File: config.mk
export PLATFORM = sky130hd
export DESIGN_NAME = aof_top
export DESIGN_NICKNAME = d
export VERILOG_FILES = /design/src/design/aof_pkg.sv /design/src/design/aof_top.sv
export VERILOG_INCLUDE_DIRS = /design/src /design/src/design
export SDC_FILE = /design/constraint.sdc
export NUM_CORES = 1
export LEC_CHECK = 0
export BUFFER_PORTS_ARGS = -buffer_cell sky130_fd_sc_hd__buf_2
export CAP_MARGIN = 0
export CORE_AREA = 2 2 116 118
export CTS_CLUSTER_DIAMETER = 150
export CTS_CLUSTER_SIZE = 24
export DETAILED_ROUTE_END_ITERATION = 8
export DIE_AREA = 0 0 118 120
export PLACE_DENSITY_LB_ADDON = 0.12
export SYNTH_ARGS = -nofsm -noshare
export SYNTH_HDL_FRONTEND = slang
export SYNTH_SLANG_ARGS = --single-unit
File: constraint.sdc
create_clock -name ref_clk -period 5.4 [get_ports ref_clk]
set_input_delay 0.27 -clock ref_clk [delete_from_list [all_inputs] [get_ports ref_clk]]
set_output_delay 0.27 -clock ref_clk [all_outputs]
set_load 0.03 [all_outputs]
File: src/design/aof_cfg.svh
// aof_cfg.svh: constants of the converter output formatter.
// assumes inclusion by the package, the top module and the bench.
`ifndef AOF_CFG_SVH
`define AOF_CFG_SVH

// sample path
`define AOF_PIPE_DEPTH   8
`define AOF_RAW_MAX      16'sh1fff
`define AOF_RAW_MIN      16'she000
`define AOF_MSB_FLIP     14'h2000
`define AOF_WARM_MAX     4'h8

// synchronised pin positions and their reset levels
`define AOF_PIN_FMT      0
`define AOF_PIN_OEN      1
`define AOF_PIN_SUP      2
`define AOF_PIN_GND      3
`define AOF_PIN_RST      4'h2

// register offsets, byte addresses
`define AOF_ADDR_STATUS  8'h00
`define AOF_ADDR_MASK    8'h04
`define AOF_ADDR_STATE   8'h08
`define AOF_ADDR_SAMPLE  8'h0c

// status bits, responses, reset values
`define AOF_STS_OVER     0
`define AOF_STS_UNDER    1
`define AOF_STS_RST      2'h0
`define AOF_MSK_RST      2'h0
`define AOF_RESP_OKAY    2'h0
`define AOF_RESP_SLVERR  2'h2

`endif

File: src/design/aof_pkg.sv
// aof_pkg: types of the converter output formatter.
// assumes aof_cfg.svh is on the include path.
`include "aof_cfg.svh"

package aof_pkg;

	// reference mode chosen from the sense comparators
	typedef enum logic [1:0] {
		AOF_REF_1V  = 2'b00,
		AOF_REF_2V  = 2'b01,
		AOF_REF_EXT = 2'b10
	} aof_ref_e;

	// whole state of the top module
	typedef struct packed {
		logic [3:0]                            s1;
		logic [3:0]                            s2;
		logic [3:0]                            s3;
		logic [3:0]                            pin;
		logic [`AOF_PIPE_DEPTH-1:0][15:0]      pipe;
		logic                                  data_oe;
		aof_ref_e                              ref_mode;
		logic                                  ref_amp_en;
		logic                                  ref_gain2;
		logic [1:0]                            sts;
		logic [1:0]                            msk;
		logic                                  irq;
		logic                                  aw_got;
		logic                                  w_got;
		logic [7:0]                            aw_addr;
		logic [31:0]                           wdata;
		logic [3:0]                            wstrb;
		logic                                  awready;
		logic                                  wready;
		logic                                  bvalid;
		logic [1:0]                            bresp;
		logic                                  arready;
		logic                                  rvalid;
		logic [31:0]                           rdata;
		logic [1:0]                            rresp;
		logic [3:0]                            warm;
	} aof_state_s;

endpackage

File: src/design/aof_top.sv
// aof_top: output formatting and range flag of a 14-bit converter.
// assumes the quantiser hands a signed sample on each rising edge of
// ref_clk; strap and comparator pins are asynchronous to ref_clk.
`timescale 1ns/10ps
`include "aof_cfg.svh"

module aof_top
	import aof_pkg::*;
(
	// clock and reset
	input  wire logic               ref_clk,
	input  wire logic               reset,
	// quantiser result, lsb units around midscale
	input  wire logic signed [15:0] core_sample,
	// straps and comparator pins
	input  wire logic               format_select,
	input  wire logic               output_enable_n,
	input  wire logic               sense_at_supply,
	input  wire logic               sense_at_ground,
	// parallel sample word
	output logic [13:0]             data_word,
	output logic                    data_oe,
	output logic                    out_of_range_flag,
	// reference control
	output logic                    ref_amp_en,
	output logic                    ref_gain2,
	// interrupt
	output logic                    irq,
	// axi4-lite write
	input  wire logic [7:0]         s_axi_awaddr,
	input  wire logic               s_axi_awvalid,
	output logic                    s_axi_awready,
	input  wire logic [31:0]        s_axi_wdata,
	input  wire logic [3:0]         s_axi_wstrb,
	input  wire logic               s_axi_wvalid,
	output logic                    s_axi_wready,
	output logic [1:0]              s_axi_bresp,
	output logic                    s_axi_bvalid,
	input  wire logic               s_axi_bready,
	// axi4-lite read
	input  wire logic [7:0]         s_axi_araddr,
	input  wire logic               s_axi_arvalid,
	output logic                    s_axi_arready,
	output logic [31:0]             s_axi_rdata,
	output logic [1:0]              s_axi_rresp,
	output logic                    s_axi_rvalid,
	input  wire logic               s_axi_rready
);

	aof_state_s st_r;
	aof_state_s st_nxt;

	////////////////////////////////////////////////////////////////////
	// next-state logic

	logic signed [15:0] clamped;
	logic               over;
	logic               under;
	logic [13:0]        word;
	logic [3:0]         agree;
	logic [1:0]         clr;
	logic [1:0]         ev;
	logic               wr_ok;

	always_comb begin
		st_nxt = st_r;
		clr    = 2'h0;
		wr_ok  = 1'b0;

		// pins: three stages, a change counts once stages two and three agree
		st_nxt.s1 = {sense_at_ground, sense_at_supply, output_enable_n, format_select};
		st_nxt.s2 = st_r.s1;
		st_nxt.s3 = st_r.s2;
		agree     = st_r.s2 ~^ st_r.s3;
		st_nxt.pin = (st_r.pin & ~agree) | (st_r.s3 & agree);

		// range check and clamp of the sample taken at this edge
		over    = core_sample > `AOF_RAW_MAX;
		under   = core_sample < `AOF_RAW_MIN;
		clamped = over ? `AOF_RAW_MAX : (under ? `AOF_RAW_MIN : core_sample);
		// twos complement is the clamped value, binary flips the msb
		word = st_r.pin[`AOF_PIN_FMT] ? clamped[13:0]
			: (clamped[13:0] ^ `AOF_MSB_FLIP);

		// flag rides in the same word as its data, one stage per clock
		st_nxt.pipe[0] = {over, over | under, word};
		for (int i = 1; i < `AOF_PIPE_DEPTH; i++) begin
			st_nxt.pipe[i] = st_r.pipe[i-1];
		end

		// drivers follow the filtered enable pin
		st_nxt.data_oe = ~st_r.pin[`AOF_PIN_OEN];

		// supply wins: a pin at supply also trips nothing else usefully
		if (st_r.pin[`AOF_PIN_SUP]) begin
			st_nxt.ref_mode   = AOF_REF_EXT;
			st_nxt.ref_amp_en = 1'b0;
			st_nxt.ref_gain2  = 1'b0;
		end else if (st_r.pin[`AOF_PIN_GND]) begin
			st_nxt.ref_mode   = AOF_REF_2V;
			st_nxt.ref_amp_en = 1'b1;
			st_nxt.ref_gain2  = 1'b1;
		end else begin
			st_nxt.ref_mode   = AOF_REF_1V;
			st_nxt.ref_amp_en = 1'b1;
			st_nxt.ref_gain2  = 1'b0;
		end

		// write channel capture, either order
		if (s_axi_awvalid && st_r.awready) begin
			st_nxt.aw_got  = 1'b1;
			st_nxt.aw_addr = s_axi_awaddr;
		end
		if (s_axi_wvalid && st_r.wready) begin
			st_nxt.w_got = 1'b1;
			st_nxt.wdata = s_axi_wdata;
			st_nxt.wstrb = s_axi_wstrb;
		end
		if (st_r.bvalid && s_axi_bready) begin
			st_nxt.bvalid = 1'b0;
		end
		if (st_r.aw_got && st_r.w_got && !st_r.bvalid) begin
			st_nxt.aw_got = 1'b0;
			st_nxt.w_got  = 1'b0;
			st_nxt.bvalid = 1'b1;
			wr_ok = (st_r.aw_addr == `AOF_ADDR_STATUS) ||
				(st_r.aw_addr == `AOF_ADDR_MASK) ||
				(st_r.aw_addr == `AOF_ADDR_STATE) ||
				(st_r.aw_addr == `AOF_ADDR_SAMPLE);
			st_nxt.bresp = wr_ok ? `AOF_RESP_OKAY : `AOF_RESP_SLVERR;
			if (st_r.wstrb[0] && st_r.aw_addr == `AOF_ADDR_STATUS) begin
				clr = st_r.wdata[1:0];
			end
			if (st_r.wstrb[0] && st_r.aw_addr == `AOF_ADDR_MASK) begin
				st_nxt.msk = st_r.wdata[1:0];
			end
		end
		// one write at a time: no new address or data while one waits
		st_nxt.awready = !st_nxt.aw_got && !st_nxt.bvalid;
		st_nxt.wready  = !st_nxt.w_got && !st_nxt.bvalid;

		// events come from the word entering the output stage, so the
		// status bit rises on the same edge as the flag at the pins;
		// a new event beats a clear written in the same cycle
		ev[`AOF_STS_OVER]  = st_r.pipe[`AOF_PIPE_DEPTH-2][14] &
			st_r.pipe[`AOF_PIPE_DEPTH-2][15];
		ev[`AOF_STS_UNDER] = st_r.pipe[`AOF_PIPE_DEPTH-2][14] &
			~st_r.pipe[`AOF_PIPE_DEPTH-2][15];
		st_nxt.sts = (st_r.sts & ~clr) | ev;
		st_nxt.irq = |(st_nxt.sts & st_nxt.msk);

		// read channel
		if (st_r.rvalid && s_axi_rready) begin
			st_nxt.rvalid = 1'b0;
		end
		if (s_axi_arvalid && st_r.arready) begin
			st_nxt.rvalid = 1'b1;
			st_nxt.rresp  = `AOF_RESP_OKAY;
			case (s_axi_araddr)
				`AOF_ADDR_STATUS: st_nxt.rdata = {30'h0, st_r.sts};
				`AOF_ADDR_MASK:   st_nxt.rdata = {30'h0, st_r.msk};
				`AOF_ADDR_STATE:  st_nxt.rdata = {26'h0, st_r.pipe[`AOF_PIPE_DEPTH-1][14],
					st_r.ref_mode, st_r.data_oe, st_r.pin[`AOF_PIN_OEN],
					st_r.pin[`AOF_PIN_FMT]};
				`AOF_ADDR_SAMPLE: st_nxt.rdata = {17'h0, st_r.pipe[`AOF_PIPE_DEPTH-1][14:0]};
				default: begin
					st_nxt.rdata = 32'h0;
					st_nxt.rresp = `AOF_RESP_SLVERR;
				end
			endcase
		end
		st_nxt.arready = !st_nxt.rvalid;

		// settles once the pipeline holds only post-reset samples
		if (st_r.warm != `AOF_WARM_MAX) begin
			st_nxt.warm = st_r.warm + 4'h1;
		end
	end

	////////////////////////////////////////////////////////////////////
	// state register

	// reset leaves drivers off and the pipeline at zero words
	always_ff @(posedge ref_clk or posedge reset) begin
		if (reset) begin
			st_r            <= '0;
			st_r.pin        <= `AOF_PIN_RST;
			st_r.s1         <= `AOF_PIN_RST;
			st_r.s2         <= `AOF_PIN_RST;
			st_r.s3         <= `AOF_PIN_RST;
			st_r.sts        <= `AOF_STS_RST;
			st_r.msk        <= `AOF_MSK_RST;
			st_r.ref_mode   <= AOF_REF_1V;
			st_r.ref_amp_en <= 1'b1;
		end else begin
			st_r <= st_nxt;
		end
	end

	////////////////////////////////////////////////////////////////////
	// outputs, all straight from the state register

	assign data_word         = st_r.pipe[`AOF_PIPE_DEPTH-1][13:0];
	assign out_of_range_flag = st_r.pipe[`AOF_PIPE_DEPTH-1][14];
	assign data_oe           = st_r.data_oe;
	assign ref_amp_en        = st_r.ref_amp_en;
	assign ref_gain2         = st_r.ref_gain2;
	assign irq               = st_r.irq;
	assign s_axi_awready     = st_r.awready;
	assign s_axi_wready      = st_r.wready;
	assign s_axi_bvalid      = st_r.bvalid;
	assign s_axi_bresp       = st_r.bresp;
	assign s_axi_arready     = st_r.arready;
	assign s_axi_rvalid      = st_r.rvalid;
	assign s_axi_rdata       = st_r.rdata;
	assign s_axi_rresp       = st_r.rresp;

	logic warm;
	logic in_rng;
	assign warm   = st_r.warm == `AOF_WARM_MAX;
	assign in_rng = core_sample <= `AOF_RAW_MAX && core_sample >= `AOF_RAW_MIN;
endmodule

==> run metrics <==
Mapped Cells about 410; Register-to-Register Path Depth 4; mapped cell area between 6000 and 7000 sq um; Final Max Tran Viols 0; wirelength, routed around 7.8 mm; via/cell ratio around 4.4; Rows 42; TritonCTS clock tree done; Ports 139; clk slew on worst S/H paths about 60 ps; Distinct cells, synth 38; RSZ-0062 raised after global routing false; synth warn 0; most common cell after layout, fill and taps aside dfrtp_1; initial DRC count 174; Switching Share 0.243; Post-DRT Antenna Nets 0; worst slack at placement around 3500 ps; Fmax achieved between 0.5 and 0.6 GHz; first-pass GRT wire length about 13 mm; critical path, cell by cell nor4_4 > and4_1 > mux2_4 > a22o_1; Die X 118 microns; HPWL Detailed roughly 5 mm; Worst Skew about 4.4 ps; Worst setup SP type flop; post-CTS sizing 0; initial antenna violation count 0; synth top area cells dfrtp_1 75%, buf_4 6.2%, nor2_1 2.9%; clock root cell clkbuf_16; Final Cycle Share 0.317; hold_ws -23.9 ps; slowest stage delay, CP 410 ps; CP top delay family simple AND/OR/NAND/NOR gates; Antenna diodes 0; GP Congestion about 0.75; Final Hold Viols 23; critical path depth 4; Clock Path Buffers 2; outcome finished with violations; Chip Height between 100 and 150 microns; CP max-delay cell dfrtp_1; setup violators final 0; max-capacitance violation count 0; post-synth top area share 0.749; Least-Margin Pin Slew ~860 ps; Yosys reg bits ~190; worst path required time 5710 ps; nets 554; syn avg cell area approximately 15 sq um; Fill cells 1082; CTS Buf Count 17; post-layout min period approximately 1700 ps; largest net degree at the start of global routing between 100 and 150; most frequent cells in the layout 182 x dfrtp_1, 86 x buf_2, 47 x nor2_1, 21 x nand2_1, 19 x conb_1; GRT Total Usage 0.122; Via Count ~2900; Die Area approximately 14000 sq um; Comb pwr share 0.102; Leak 0.00337 uW; Worst Hold Class in -> async; starting density of the core 0.468; peak supply drop around 0.22 mV; Pwr Density ~440 nW/um^2; detailed-route wire length per cell 11.8 microns; Remaining DRCs 0; clock network fraction of total power 0.367; share of cells above drive strength 1 0.297; crit end category flop; crit-path max FO 3; Sequential Power Share 0.531; sequential element share of the synthesized area 0.771; Internal Dissipation about 2300 uW; PortBufs 86; Overflow after GRT 0; Sw Pwr ~750 uW; setup ws final 3690 ps; top cell type by total area after synthesis dfrtp_1; Max transition margin 0.425; setup_tns 0 ps; CORE AREA approximately 13000 sq um; vias in the first global route between 2000 and 3000; Layout area overhead 15.0%; failing checks hold timing; H-Tree Depth 4; drt pass-1 iters 4; Critical Path AT 2020 ps; sum of buffers and inverters on the critical path 0; CTS Sinks approximately 190; critical path class reg -> reg; clock latency on the worst-skew pair approximately 420 ps
[power by group through the flow]
stage	combinational, uW	sequential, uW	clock, uW
after floorplan	236	1690	0
after global placement	312	1660	0
after detailed placement	320	1670	0
after CTS	322	1650	1170
after global routing	349	1670	1230
final	316	1640	1140
[worst paths after layout]
check / start / slack (ps) / end
max: st_r[82] / 3690 / irq
min: reset / -20 / st_nxt[126]
max reg2reg: st_r[82] / 3690 / irq
min reg2reg: st_nxt[182] / 350 / st_nxt[198]
max in group asynchronous: reset / 4010 / st_nxt[122]
min in group ref_clk: s_axi_awvalid / 50 / s_axi_awready
[cell usage after synthesis]
library cell	instances
a211oi_1	1
a21oi_1	13
a221o_1	1
a221o_2	1
a22o_1	10
a31oi_1	1
and2_1	2
and3_1	1
and3b_1	1
and3b_4	1
and4_1	1
buf_1	1
buf_2	1
buf_4	50
clkbuf_1	8
conb_1	1
dfrtp_1	182
dfstp_2	5
inv_1	10
maj3_1	4
mux2_2	11
mux2_4	2
mux2i_1	4
mux4_2	2
nand2_1	21
nand3_1	1
nand4_1	2
nor2_1	47
nor2_2	1
nor2b_1	4
nor3_1	2
nor3b_1	1
nor4_2	1
nor4_4	1
o21a_1	1
o21ai_0	9
or2_2	1
xnor2_1	1
[layer usage]
layer	vias up	global-route usage	wire, microns	part of all wire
met2	90	0.172	3500	0.45
met5	-	0	0	0
met4	0	0.0700	180	0.023
li1	1391	-	-	-
met3	14	0.0442	499	0.064
met1	1399	0.163	3650	0.47
[sequential cells by signal, summed over array words and instances (netlist names), named ones only]
register / count
st_nxt: 120
st_r: 23
s_axi_rdata: 15
data_word: 14
data_oe: 1
irq: 1
out_of_range_flag: 1
ref_amp_en: 1
s_axi_arready: 1
s_axi_awready: 1
s_axi_bresp: 1
s_axi_bvalid: 1
s_axi_rresp: 1
s_axi_rvalid: 1
s_axi_wready: 1
[worst register-to-register path: cells and delay by family, from the launching register on]
| family | cells | cell delay, ps |
|---|---|---|
| compound gates | 1 | 230 |
| flops | 1 | 410 |
| mux | 1 | 320 |
| simple gates | 2 | 650 |
[layout make-up]
class	count	area (sq um)	share of cell area
Inverter	10	45.0	0.00644
Clock inverter	12	98.8	0.0141
Sequential cell	187	4690	0.670
Multi-Input combinational cell	168	1010	0.144
Tap cell	176	220	0.0315
Timing Repair Buffer	91	478	0.0683
Clock buffer	20	457	0.0653
[cell families after synthesis]
logic type | Yosys count | synth area share
flip-flops | 187 | 0.771
AND/OR/NAND/NOR | 88 | 0.0675
buffers and inverters | 70 | 0.0743
AO/OA/AOI/OAI | 37 | 0.0395
multiplexers | 19 | 0.0393
adder cells (fa/ha/maj) | 4 | 0.00659
other | 1 | 0.000617
XOR/XNOR | 1 | 0.00144
[stage by stage]
step | cells | instance area (sq um) | utilization | total power (uW) | hold WS [ps]
finish | 664 | 6990 | 0.539 | 3100 | -23.9
global route | 664 | 6990 | 0.539 | 3240 | 45.9
CTS | 664 | 6990 | 0.539 | 3140 | 23.5
detailed placement | 628 | 6400 | 0.493 | 1990 | 335
global placement | 628 | 6400 | 0.493 | 1970 | 331
floorplan | 425 | 6150 | - | 1920 | 274
[repair_timing]
| action | CTS | global route |
|---|---|---|
| hold buffers | 4 | 0 |
| endpoints found under the hold margin | 4 | 0 |
| buffers inserted | 0 | 0 |
No activity file was read; power rests on OpenSTA's default activity.
